**config.mk**
```make
export PLATFORM = sky130hd
export DESIGN_NAME = lpwm_top
export DESIGN_NICKNAME = d
export VERILOG_FILES = /design/src/common/lpwm_pkg.sv /design/src/hdl/lpwm_top.sv /design/src/hdl/lpwm_tick_gen.sv /design/src/hdl/lpwm_channel.sv
export VERILOG_INCLUDE_DIRS = /design/src /design/src/common
export SDC_FILE = /design/constraint.sdc
export NUM_CORES = 1
export LEC_CHECK = 0
export BUFFER_PORTS_ARGS = -buffer_cell sky130_fd_sc_hd__clkbuf_2
export CAP_MARGIN = 20
export CORE_AREA = 2 2 106 211
export DETAILED_ROUTE_END_ITERATION = 6
export DIE_AREA = 0 0 108 213
export PLACE_DENSITY_LB_ADDON = 0.3
export SETUP_SLACK_MARGIN = 0.15
export SLEW_MARGIN = 15
export SYNTH_ARGS = -nofsm -noshare
export SYNTH_HDL_FRONTEND = slang
export SYNTH_SLANG_ARGS = --single-unit
```
**constraint.sdc**
```tcl
create_clock -name ref_clk -period 3 [get_ports ref_clk]
set_input_delay 0.6 -clock ref_clk [delete_from_list [all_inputs] [get_ports ref_clk]]
set_output_delay 0.6 -clock ref_clk [all_outputs]
set_load 0.01 [all_outputs]
```
**src/common/lpwm_defs.svh**
```systemverilog
// register map, field layout, reset values and timing counts of the led pwm
// block; included by the package and by every design file that needs them
`ifndef LPWM_DEFS_SVH
`define LPWM_DEFS_SVH

// ============================================================
// register byte addresses
`define LPWM_ADDR_DUTY1 8'h00
`define LPWM_ADDR_DUTY2 8'h04
`define LPWM_ADDR_DUTY3 8'h08
`define LPWM_ADDR_CLKCFG 8'h0c
`define LPWM_ADDR_PORTCTL 8'h10
`define LPWM_ADDR_STATUS 8'h14

// ============================================================
// field layout and reset values
`define LPWM_DUTY_W 6
`define LPWM_DUTY_RST 6'h00
`define LPWM_CLK_SRC_BIT 0
`define LPWM_CLK_RATIO_BIT 1
`define LPWM_PORT_VAL_LSB 0
`define LPWM_PORT_MODE_LSB 4
`define LPWM_PORTCTL_RST 12'h000
`define LPWM_STEP_LAST 6'h3f

// ============================================================
// timing: internal oscillator derived from the 10 mhz reference
`define LPWM_REF_CLK_KHZ 10000
`define LPWM_OSC_KHZ 300
`define LPWM_OSC_DIV ((`LPWM_REF_CLK_KHZ) / (`LPWM_OSC_KHZ))

`endif

```
**src/common/lpwm_pkg.sv**
```systemverilog
// types shared by the led pwm design files
// assumes lpwm_defs.svh is on the include path
`include "lpwm_defs.svh"

package lpwm_pkg;

    // ============================================================
    // port drive modes: static level or one of the three channels
    typedef enum logic [1:0] {
        LPWM_PORT_STATIC,
        LPWM_PORT_CH1,
        LPWM_PORT_CH2,
        LPWM_PORT_CH3
    } lpwm_port_mode_e;

    typedef logic [`LPWM_DUTY_W-1:0] lpwm_duty_t;

    // fundamental clock configuration
    typedef struct packed {
        logic external_clock_ratio;
        logic clock_source_select;
    } lpwm_clk_cfg_s;

    // port control: two mode bits per port above four output values
    typedef struct packed {
        logic [3:0][1:0] mode;
        logic [3:0] output_value;
    } lpwm_port_ctl_s;

endpackage : lpwm_pkg

```
**src/hdl/lpwm_top.sv**
```systemverilog
// led pwm generator: ahb-lite registers, clock source, three pwm channels
// and four general-purpose output ports
// assumes one ahb-lite master, single word transfers, ref_clk at 10 mhz
//
// Function
// - three channels, each with own 6-bit duty
// - high for (code+1)/64 of the period
// - no zero-duty code; minimum is 1/64
// - port value zero drives port constantly low
// - source bit: 0 internal oscillator, 1 pin
// - ratio bit: 0 for 300 khz, 1 for 38 khz
// - 38 khz external mode disables pwm output
// - ratio bit counts only in external mode
`timescale 1ns/1ps
`default_nettype none
`include "lpwm_defs.svh"

module lpwm_top (
    // clock and reset
    input wire logic ref_clk,
    input wire logic rst,
    // ahb-lite slave
    input wire logic hsel,
    input wire logic [31:0] haddr,
    input wire logic [1:0] htrans,
    input wire logic hwrite,
    input wire logic [2:0] hsize,
    input wire logic [31:0] hwdata,
    input wire logic hready,
    output logic [31:0] hrdata,
    output logic hreadyout,
    output logic hresp,
    // external clock pin
    input wire logic external_clock_pin,
    // general-purpose output ports
    output logic general_output_1,
    output logic general_output_2,
    output logic general_output_3,
    output logic general_output_4
);
    import lpwm_pkg::*;

    localparam logic [2:0] IDX_NONE = 3'h7;

    // ============================================================
    // address decode, shared by the read mux and the write path
    function automatic logic [2:0] reg_index(input logic [31:0] addr);
        logic [2:0] idx;
        idx = IDX_NONE;
        if (addr[31:8] == 24'h000000)
        begin
            case (addr[7:0])
                `LPWM_ADDR_DUTY1: idx = 3'h0;
                `LPWM_ADDR_DUTY2: idx = 3'h1;
                `LPWM_ADDR_DUTY3: idx = 3'h2;
                `LPWM_ADDR_CLKCFG: idx = 3'h3;
                `LPWM_ADDR_PORTCTL: idx = 3'h4;
                `LPWM_ADDR_STATUS: idx = 3'h5;
                default: idx = IDX_NONE;
            endcase
        end
        return idx;
    endfunction : reg_index

    // ============================================================
    // bus data phase tracking
    logic dp_wr_reg, dp_wr_next;
    logic [2:0] dp_idx_reg, dp_idx_next;
    logic [31:0] rdata_reg, rdata_next;
    logic addr_ok;

    // a transfer is taken when selected, nonseq or seq, and bus ready
    assign addr_ok = hsel & htrans[1] & hready;

    // ============================================================
    // software registers
    lpwm_duty_t duty_reg [3];
    lpwm_duty_t duty_next [3];
    lpwm_clk_cfg_s clk_cfg_reg, clk_cfg_next;
    lpwm_port_ctl_s port_ctl_reg, port_ctl_next;

    // ============================================================
    // block state seen by software and ports
    logic tick;
    logic pwm_enable;
    logic [2:0] pwm_level;
    logic [3:0] out_reg, out_next;
    logic [31:0] status_word;

    // ============================================================
    // register writes land in the data phase with hwdata
    always_comb
    begin
        duty_next = duty_reg;
        clk_cfg_next = clk_cfg_reg;
        port_ctl_next = port_ctl_reg;
        if (dp_wr_reg)
        begin
            case (dp_idx_reg)
                3'h0: duty_next[0] = hwdata[`LPWM_DUTY_W-1:0];
                3'h1: duty_next[1] = hwdata[`LPWM_DUTY_W-1:0];
                3'h2: duty_next[2] = hwdata[`LPWM_DUTY_W-1:0];
                3'h3:
                begin
                    clk_cfg_next.clock_source_select =
                        hwdata[`LPWM_CLK_SRC_BIT];
                    clk_cfg_next.external_clock_ratio =
                        hwdata[`LPWM_CLK_RATIO_BIT];
                end
                3'h4: port_ctl_next = hwdata[11:0];
                // status and unmapped addresses ignore writes
                default: port_ctl_next = port_ctl_reg;
            endcase
        end
    end

    always_ff @(posedge ref_clk)
    begin
        if (rst)
        begin
            duty_reg[0] <= `LPWM_DUTY_RST;
            duty_reg[1] <= `LPWM_DUTY_RST;
            duty_reg[2] <= `LPWM_DUTY_RST;
            clk_cfg_reg <= 2'b00;
            port_ctl_reg <= `LPWM_PORTCTL_RST;
        end
        else
        begin
            duty_reg <= duty_next;
            clk_cfg_reg <= clk_cfg_next;
            port_ctl_reg <= port_ctl_next;
        end
    end

    // ============================================================
    // status word: live block state for software
    assign status_word = {20'h00000, 1'b0, pwm_level, out_reg,
        clk_cfg_reg.external_clock_ratio,
        clk_cfg_reg.clock_source_select, tick, pwm_enable};

    // ============================================================
    // address phase: capture the slot and prepare read data; the read
    // mux looks at next values so a write just ahead is forwarded
    always_comb
    begin
        dp_wr_next = addr_ok & hwrite;
        dp_idx_next = addr_ok ? reg_index(haddr) : IDX_NONE;
        rdata_next = rdata_reg;
        if (addr_ok && !hwrite)
        begin
            case (reg_index(haddr))
                3'h0: rdata_next = {26'h0000000, duty_next[0]};
                3'h1: rdata_next = {26'h0000000, duty_next[1]};
                3'h2: rdata_next = {26'h0000000, duty_next[2]};
                3'h3: rdata_next = {30'h00000000, clk_cfg_next};
                3'h4: rdata_next = {20'h00000, port_ctl_next};
                3'h5: rdata_next = status_word;
                default: rdata_next = 32'h00000000;
            endcase
        end
    end

    always_ff @(posedge ref_clk)
    begin
        if (rst)
        begin
            dp_wr_reg <= 1'b0;
            dp_idx_reg <= IDX_NONE;
            rdata_reg <= 32'h00000000;
        end
        else
        begin
            dp_wr_reg <= dp_wr_next;
            dp_idx_reg <= dp_idx_next;
            rdata_reg <= rdata_next;
        end
    end

    // zero wait states, always okay; hsize is not checked, words only
    assign hrdata = rdata_reg;
    assign hreadyout = 1'b1;
    assign hresp = 1'b0;

    // ============================================================
    // fundamental clock and the three channels
    lpwm_tick_gen u_tick_gen (
        .ref_clk(ref_clk),
        .rst(rst),
        .clk_cfg(clk_cfg_reg),
        .external_clock_pin(external_clock_pin),
        .tick(tick),
        .pwm_enable(pwm_enable)
    );

    // each channel has its own counter and duty, fully independent
    for (genvar ch = 0; ch < 3; ch++)
    begin : g_ch
        lpwm_channel u_channel (
            .ref_clk(ref_clk),
            .rst(rst),
            .tick(tick),
            .pwm_enable(pwm_enable),
            .duty(duty_reg[ch]),
            .pwm_level(pwm_level[ch])
        );
    end

    // ============================================================
    // port drive: a zero value bit forces low whatever the mode
    always_comb
    begin
        for (int p = 0; p < 4; p++)
        begin
            case (lpwm_port_mode_e'(port_ctl_reg.mode[p]))
                LPWM_PORT_STATIC:
                    out_next[p] = port_ctl_reg.output_value[p];
                LPWM_PORT_CH1:
                    out_next[p] = port_ctl_reg.output_value[p] &
                        pwm_level[0];
                LPWM_PORT_CH2:
                    out_next[p] = port_ctl_reg.output_value[p] &
                        pwm_level[1];
                LPWM_PORT_CH3:
                    out_next[p] = port_ctl_reg.output_value[p] &
                        pwm_level[2];
                default: out_next[p] = 1'b0;
            endcase
        end
    end

    always_ff @(posedge ref_clk)
    begin
        if (rst)
            out_reg <= 4'h0;
        else
            out_reg <= out_next;
    end

    assign general_output_1 = out_reg[0];
    assign general_output_2 = out_reg[1];
    assign general_output_3 = out_reg[2];
    assign general_output_4 = out_reg[3];

    // ============================================================
    // checks
    port_low_a: assert property (@(posedge ref_clk) disable iff (rst)
        (port_ctl_reg.output_value == 4'h0) [*2] |-> (out_reg == 4'h0) [*2])
        else $error("port high while its value bit is zero");
    duty_indep_a: assert property (@(posedge ref_clk) disable iff (rst)
        (dp_wr_reg && dp_idx_reg == 3'h0) |=>
        (duty_reg[0] == $past(hwdata[5:0]) &&
        duty_reg[1] == $past(duty_reg[1]) &&
        duty_reg[2] == $past(duty_reg[2])))
        else $error("channel one write disturbed another channel");
    pwm_route_a: assert property (@(posedge ref_clk) disable iff (rst)
        (port_ctl_reg.mode[0] == 2'h1 && port_ctl_reg.output_value[0])
        |=> (out_reg[0] == $past(pwm_level[0])))
        else $error("port one does not follow channel one");
    read_back_a: assert property (@(posedge ref_clk) disable iff (rst)
        (addr_ok && !hwrite && reg_index(haddr) == 3'h3 && !dp_wr_reg)
        |=> (hrdata == {30'h00000000, clk_cfg_reg}))
        else $error("clock config read back wrong");
    cfg_off_a: assert property (@(posedge ref_clk) disable iff (rst)
        (clk_cfg_reg == 2'b11) [*3] |-> (pwm_level == 3'h0) [*3])
        else $error("pwm running in 38 khz mode");

    // ============================================================
    // register write checks: each write lands in its slot, a duty write leaves the other duties alone; port four static level
    cfg_write_a: assert property (@(posedge ref_clk) disable iff (rst)
        (dp_wr_reg && dp_idx_reg == 3'h3) |=>
        (clk_cfg_reg == $past(hwdata[1:0])))
        else $error("clock config write lost");
    duty_two_a: assert property (@(posedge ref_clk) disable iff (rst)
        (dp_wr_reg && dp_idx_reg == 3'h1) |=>
        (duty_reg[1] == $past(hwdata[5:0]) &&
        duty_reg[0] == $past(duty_reg[0]) &&
        duty_reg[2] == $past(duty_reg[2])))
        else $error("channel two write disturbed another");
    duty_three_a: assert property (@(posedge ref_clk) disable iff (rst)
        (dp_wr_reg && dp_idx_reg == 3'h2) |=>
        (duty_reg[2] == $past(hwdata[5:0]) &&
        duty_reg[0] == $past(duty_reg[0]) &&
        duty_reg[1] == $past(duty_reg[1])))
        else $error("channel three write disturbed another");
    port_write_a: assert property (@(posedge ref_clk) disable iff (rst)
        (dp_wr_reg && dp_idx_reg == 3'h4) |=>
        (port_ctl_reg == $past(hwdata[11:0])))
        else $error("port control write lost");
    static_port_a: assert property (@(posedge ref_clk) disable iff (rst)
        (port_ctl_reg.mode[3] == 2'h0) |=>
        (out_reg[3] == $past(port_ctl_reg.output_value[3])))
        else $error("static port four lost its value");

    // ============================================================
    // bus checks: read data stands, read-only slots take no write
    rdata_hold_a: assert property (@(posedge ref_clk) disable iff (rst)
        !(addr_ok && !hwrite) |=> $stable(hrdata))
        else $error("read data changed without a read");
    no_write_a: assert property (@(posedge ref_clk) disable iff (rst)
        (dp_wr_reg && dp_idx_reg > 3'h4) |=>
        ($stable(port_ctl_reg) && $stable(clk_cfg_reg) &&
        $stable(duty_reg[0])))
        else $error("read-only slot took a write");
    fwd_read_a: assert property (@(posedge ref_clk) disable iff (rst)
        (addr_ok && !hwrite && reg_index(haddr) == 3'h0)
        |=> (hrdata == {26'h0000000, duty_reg[0]}))
        else $error("duty one read back wrong");
    // status shows live state; software polls it to see pwm is off
    // in the slow external mode
    status_read_a: assert property (@(posedge ref_clk) disable iff (rst)
        (addr_ok && !hwrite && reg_index(haddr) == 3'h5)
        |=> (hrdata[0] == $past(pwm_enable) &&
        hrdata[3:2] == $past(clk_cfg_reg)))
        else $error("status word wrong");

    // ============================================================
    // per-port checks: a zero value bit keeps that one pin low,
    // and a channel-driven port follows its channel one cycle late
    for (genvar p = 0; p < 4; p++)
    begin : g_port_chk
        bit_low_a: assert property (
            @(posedge ref_clk) disable iff (rst)
            !port_ctl_reg.output_value[p] |=> !out_reg[p])
            else $error("port high while its value bit is zero");
        follow_a: assert property (
            @(posedge ref_clk) disable iff (rst)
            (port_ctl_reg.mode[p] != 2'h0 &&
            port_ctl_reg.output_value[p])
            |=> (out_reg[p] == $past(pwm_level[port_ctl_reg.mode[p] - 2'h1])))
            else $error("port does not follow its channel");
    end

    full_duty_c: cover property (@(posedge ref_clk) disable iff (rst)
        duty_reg[0] == 6'h3f && pwm_enable && tick);
    ext_mode_c: cover property (@(posedge ref_clk) disable iff (rst)
        clk_cfg_reg == 2'b01 && tick);
    slow_mode_c: cover property (@(posedge ref_clk) disable iff (rst)
        clk_cfg_reg == 2'b11);
    port_pwm_c: cover property (@(posedge ref_clk) disable iff (rst)
        out_reg[2] && port_ctl_reg.mode[2] == 2'h3);
    port_off_c: cover property (@(posedge ref_clk) disable iff (rst)
        !port_ctl_reg.output_value[0] && port_ctl_reg.mode[0] == 2'h1);

endmodule : lpwm_top
`default_nettype wire

```
**src/hdl/lpwm_tick_gen.sv**
```systemverilog
// fundamental clock selection: internal oscillator divider or the pin
// assumes external_clock_pin is synchronous to ref_clk and far slower
`timescale 1ns/1ps
`default_nettype none
`include "lpwm_defs.svh"

module lpwm_tick_gen (
    // clock and reset
    input wire logic ref_clk,
    input wire logic rst,
    // configuration
    input wire lpwm_pkg::lpwm_clk_cfg_s clk_cfg,
    // pin from the system
    input wire logic external_clock_pin,
    // fundamental clock step and pwm permission
    output logic tick,
    output logic pwm_enable
);
    import lpwm_pkg::*;

    localparam logic [5:0] OSC_LAST = 6'(`LPWM_OSC_DIV - 1);

    logic [5:0] osc_cnt_reg, osc_cnt_next;
    logic pin_reg, pin_next;
    logic tick_reg, tick_next;
    logic en_reg, en_next;
    logic osc_wrap, ext_rise;

    assign osc_wrap = (osc_cnt_reg == OSC_LAST);
    assign ext_rise = external_clock_pin & ~pin_reg;

    // ============================================================
    // source select; the ratio bit only counts in external mode
    always_comb
    begin
        osc_cnt_next = osc_wrap ? 6'h00 : osc_cnt_reg + 6'h01;
        pin_next = external_clock_pin;
        if (!clk_cfg.clock_source_select)
            tick_next = osc_wrap;
        else if (!clk_cfg.external_clock_ratio)
            tick_next = ext_rise;
        else
            tick_next = 1'b0;
        // 38 khz input is too slow for the step rate, so pwm is off
        en_next = ~(clk_cfg.clock_source_select &
            clk_cfg.external_clock_ratio);
    end

    always_ff @(posedge ref_clk)
    begin
        if (rst)
        begin
            osc_cnt_reg <= 6'h00;
            pin_reg <= 1'b0;
            tick_reg <= 1'b0;
            en_reg <= 1'b0;
        end
        else
        begin
            osc_cnt_reg <= osc_cnt_next;
            pin_reg <= pin_next;
            tick_reg <= tick_next;
            en_reg <= en_next;
        end
    end

    assign tick = tick_reg;
    assign pwm_enable = en_reg;

    // ============================================================
    // checks
    osc_tick_a: assert property (@(posedge ref_clk) disable iff (rst)
        (!clk_cfg.clock_source_select && osc_wrap) |=> tick)
        else $error("oscillator wrap gave no tick");
    ext_tick_a: assert property (@(posedge ref_clk) disable iff (rst)
        (clk_cfg == 2'b01) |=> (tick == $past(ext_rise)))
        else $error("tick does not follow the pin edge");
    ratio_ignore_a: assert property (@(posedge ref_clk) disable iff (rst)
        (!clk_cfg.clock_source_select && clk_cfg.external_clock_ratio)
        |=> (tick == $past(osc_wrap)))
        else $error("ratio bit disturbed internal mode");
    pwm_off_a: assert property (@(posedge ref_clk) disable iff (rst)
        (clk_cfg == 2'b11) |=> (!pwm_enable && !tick))
        else $error("pwm still enabled in 38 khz mode");

endmodule : lpwm_tick_gen
`default_nettype wire

```
**src/hdl/lpwm_channel.sv**
```systemverilog
// one pwm channel: 64-step counter and duty compare
// assumes tick is a one-cycle pulse from lpwm_tick_gen
`timescale 1ns/1ps
`default_nettype none
`include "lpwm_defs.svh"

module lpwm_channel (
    // clock and reset
    input wire logic ref_clk,
    input wire logic rst,
    // timing
    input wire logic tick,
    input wire logic pwm_enable,
    // setting
    input wire lpwm_pkg::lpwm_duty_t duty,
    // waveform
    output logic pwm_level
);
    import lpwm_pkg::*;

    logic [5:0] step_reg, step_next;
    lpwm_duty_t act_reg, act_next;
    logic lvl_reg, lvl_next;
    logic [6:0] hi_cnt_reg, hi_cnt_next;

    // ============================================================
    // duty is taken at period start so a write never makes a runt pulse
    always_comb
    begin
        step_next = step_reg;
        act_next = act_reg;
        if (!pwm_enable)
            step_next = 6'h00;
        else if (tick)
            step_next = step_reg + 6'h01;
        if (step_next == 6'h00)
            act_next = duty;
        // high from step zero through the code: (code+1)/64, never 0
        lvl_next = pwm_enable & (step_next <= act_next);
    end

    always_ff @(posedge ref_clk)
    begin
        if (rst)
        begin
            step_reg <= 6'h00;
            act_reg <= `LPWM_DUTY_RST;
            lvl_reg <= 1'b0;
        end
        else
        begin
            step_reg <= step_next;
            act_reg <= act_next;
            lvl_reg <= lvl_next;
        end
    end

    assign pwm_level = lvl_reg;

    // ============================================================
    // checks: helper counts high steps over one whole period
    always_comb
    begin
        hi_cnt_next = hi_cnt_reg;
        if (!pwm_enable)
            hi_cnt_next = 7'h00;
        else if (tick)
            hi_cnt_next = (step_reg == 6'h00) ? {6'h00, lvl_reg}
                : hi_cnt_reg + {6'h00, lvl_reg};
    end

    always_ff @(posedge ref_clk)
    begin
        if (rst)
            hi_cnt_reg <= 7'h00;
        else
            hi_cnt_reg <= hi_cnt_next;
    end

    duty_width_a: assert property (@(posedge ref_clk) disable iff (rst)
        (pwm_enable && tick && step_reg == `LPWM_STEP_LAST &&
        $past(pwm_enable, 1))
        |=> (hi_cnt_reg == {1'b0, $past(act_reg)} + 7'h01)
            || !$past(hi_cnt_reg[6:0] != 7'h00 || lvl_reg))
        else $error("high steps per period differ from code plus one");
    min_pulse_a: assert property (@(posedge ref_clk) disable iff (rst)
        (pwm_enable && $past(pwm_enable) && !$past(rst) &&
        step_reg == 6'h00) |-> pwm_level)
        else $error("no high pulse at step zero");
    idle_low_a: assert property (@(posedge ref_clk) disable iff (rst)
        (!pwm_enable) [*2] |-> (!pwm_level) [*2])
        else $error("pwm level high while disabled");

endmodule : lpwm_channel
`default_nettype wire

```
==> impl_metrics.tcl <==
set metrics [dict create \
    nFillCells 2277 \
    hold_slack_ns 0.452 \
    clk_pin_slew_worst_paths_ns 0.07 \
    p_clk_frac 0.458 \
    tritoncts "built" \
    p_seq_frac 0.491 \
    finalHoldViolCount 0 \
    comb_power_share 0.051 \
    cts.path.max_buffers 2 \
    cts_buffers 9 \
    synth_top_family_by_area "simple AND/OR/NAND/NOR gates" \
    final_net_count 767 \
    holdCritPathClass "flip-flop to flip-flop" \
    switching_power_uw 622 \
    r2r-end "g_ch[1].u_channel.pwm_level$_SDFF_PP0_" \
    fp.dieH_um 213 \
    place_congestion 0.762 \
    vdd.ir_drop.worst_v 0.000315 \
    clock_sinks 100 \
    synth_cell_types 53 \
    synth.yosys.seq_area_share 0.378 \
    synthAdderAreaFrac 0.0544 \
    whs_path_depth 2 \
    io_buffers 66 \
    grt_antenna_before_repair 0 \
    dpl_cell_area_um2 6090 \
    num_vias 4200 \
    max_cap_viol_count 0 \
    post-route-util 0.304 \
    hold_start "hrdata[6]$_SDFFE_PP0P_" \
    arrival_ns 3.03 \
    synth_compound_area_frac 0.0896 \
    hpwl_um 10800 \
    synth-simple-area-share 0.237 \
    rrSetupSlack_ns 0.22 \
    num_rows 76 \
    muxShareOfSynthArea 0.152 \
    synth_edf_count 0 \
    async_reset_ff_frac 0 \
    initial_utilization 0.247 \
    io_pins 113 \
    synth_seq_cells 100 \
    reg2reg_depth 15 \
    synth_top_area_share 0.378 \
    rsz0062_at_grt "yes" \
    drt_pass1_iterations 4 \
    dp_slack_ns 0.0926 \
    synth_top_area_cell "dfxtp_1" \
    avgSynthCellArea_um2 9.23 \
    h-tree-depth 3 \
    slowest_stage "dfxtp_2" \
    fin_crit_sh 0.926 \
    syn_area_um2 5290 \
    startpoint_type "flip-flop" \
    synth-xor-area-share 0.0248 \
    layout_setup_ws_ns 0.223 \
    area_growth_pct 23.1 \
    drcViolationCount 0 \
    critPathCaptureType "flip-flop" \
    totalWireLength_um 13600 \
    wl_per_cell_um 14.4 \
    synth.area.top_cells "dfxtp_1 (38%), mux2i_1 (13%), ha_1 (5.4%)" \
    ys.flop_type "dfxtp_1" \
    multi_input_area_um2 3100 \
    cp-startpoint "u_tick_gen.tick$_SDFF_PP0_" \
    ys_warn_count 0 \
    fmax_ghz 0.360 \
    seqCellArea_um2 2010 \
    grt-ovfl-total 0 \
    drt_iter0_markers 111 \
    drive_above_1_share 0.251 \
    design_area_um2 6510 \
    ys_top_cells_by_count "dfxtp_1 (100), nor2_1 (68), mux2i_1 (67)" \
    antennaDiodeCount 0 \
    period_needed_ns 2.78 \
    grt_max_degree 59 \
    grt.total_usage 0.124 \
    grt_pass1_wl_um 21600 \
    power.leakage_nw 2.80 \
    status "completed" \
    grt_pass1_vias 4238 \
    die_x_um 108 \
    final_cells 947 \
    whs_endpoint "hrdata[6]$_SDFFE_PP0P_" \
    die_area_um2 23000 \
    worstSkewPairLatency_ns 0.35 \
    yosysMostFrequentCell "dfxtp_1" \
    worstSetupPathType "flip-flop to flip-flop" \
    max_stage_delay_ns 0.34 \
    worst_pin_slew_ns 0.620 \
    cp_max_fo 14 \
    powerDensity_nw_per_um2 420 \
    root_buffer "clkbuf_16" \
    worst_clock_skew_ns 0.00708 \
    slew_violations 0 \
    setup_viol 0 \
    wl_met3_um 423 \
    top_layer "met4" \
    path_cells "buf_12, buf_4, mux2_2, nand2_1, nand3_1, nor4_2, buf_4, buf_12, mux2_2, ha_1, nor2b_1, o21a_1, o21a_1, o21ai_0, a22o_1" \
    internal_power_mw 2.12 \
    r2r-start "u_tick_gen.tick$_SDFF_PP0_" \
    swShare 0.227 \
    relSlewSlack 0.585 \
    coreArea_um2 21400 \
    met1Wirelength_um 4990 \
    ant_nets 0 \
    dr_wl_met2_um 7990 \
    post-place-cells 927 \
    avgViaCountPerCell 4.44 \
    crit_required_ns 3.25 \
    synthCells 573 \
]
==> how the worst max path moves through the flow <==
stage	end	slack, ns	cells past startpoint
after floorplan	g_ch[0].u_channel.pwm_level$_SDFF_PP0_	0.26	14
after global placement	g_ch[1].u_channel.pwm_level$_SDFF_PP0_	0.12	14
after detailed placement	g_ch[1].u_channel.pwm_level$_SDFF_PP0_	0.09	14
after CTS	g_ch[1].u_channel.pwm_level$_SDFF_PP0_	0.11	14
after global routing	g_ch[1].u_channel.pwm_level$_SDFF_PP0_	-0.006	14
final	g_ch[1].u_channel.pwm_level$_SDFF_PP0_	0.22	15
==> through the flow <==
step                      total power [mW]   TNS, ns
after floorplan                       1.47         0
after global placement                1.52         0
after detailed placement              1.52         0
after CTS                             2.78         0
after global routing                  2.84  -0.00593
final                                 2.74         0
==> critical path: cells and delay by family, from the launching register on <==
| kind | cells | cell delay, ns |
|---|---|---|
| AOI/OAI and AO/OA | 4 | 0.47 |
| adders and majority gates | 1 | 0.18 |
| buffers and inverters | 4 | 0.59 |
| DFF | 1 | 0.34 |
| muxes | 2 | 0.65 |
| and+or+nand+nor | 4 | 0.44 |
==> logic make-up (layout without fill, tap and decap cells) <==
family          Yosys count  in the layout
simple gates            227            227
fa+ha+maj                23             23
mux                      79             79
compound gates           68             68
flops                   100            100
other cells               2             22
xor+xnor                 15             15
buf+inv                  59            140
==> area by class of cell <==
| cell class | instances | area share |
|---|---|---|
| repair buffers | 112 | 0.108 |
| well taps | 273 | 0.0524 |
| inverters | 12 | 0.00692 |
| flip-flops and latches | 100 | 0.308 |
| clock inverters | 7 | 0.0140 |
| multi-input cells | 434 | 0.476 |
| clock buffers | 9 | 0.0346 |
==> repair_timing <==
action / 4_1_cts / 5_1_grt
gates resized for setup: 3 / 20
buffers inserted: 0 / 4
pin swaps: 0 / 3
setup endpoints to repair: 2 / 3
hold buffers: 0 / 0
==> power by group through the flow <==
stage                     sequential, mW  clock [mW]  combinational [mW]
after detailed placement            1.37           0               0.142
after global routing                1.34        1.35               0.156
after floorplan                     1.37           0              0.0957
final                               1.34        1.25               0.140
after global placement              1.37           0               0.141
after CTS                           1.34        1.29               0.142
==> layer usage <==
| metal | up-vias | track usage |
|---|---|---|
| li1 | 2157 | - |
| met1 | 1938 | 0.120 |
| met2 | 94 | 0.255 |
| met3 | 11 | 0.0153 |
| met4 | 0 | 0.0491 |
| met5 | - | 0 |
==> layout by cell type, fill, tap and decap left out, types with 10 or more instances in the layout <==
cell type,Yosys,final
inv_1,12,12
mux2_2,12,11
ha_1,23,21
o21ai_0,17,13
nor2_1,68,66
clkbuf_2,0,66
nand2_1,33,32
buf_4,27,43
dfxtp_1,100,97
conb_1,2,22
nor2b_1,15,14
nand4_1,10,10
mux2i_1,67,64
nand2b_1,46,46
No activity file was read; power rests on OpenSTA's default activity.
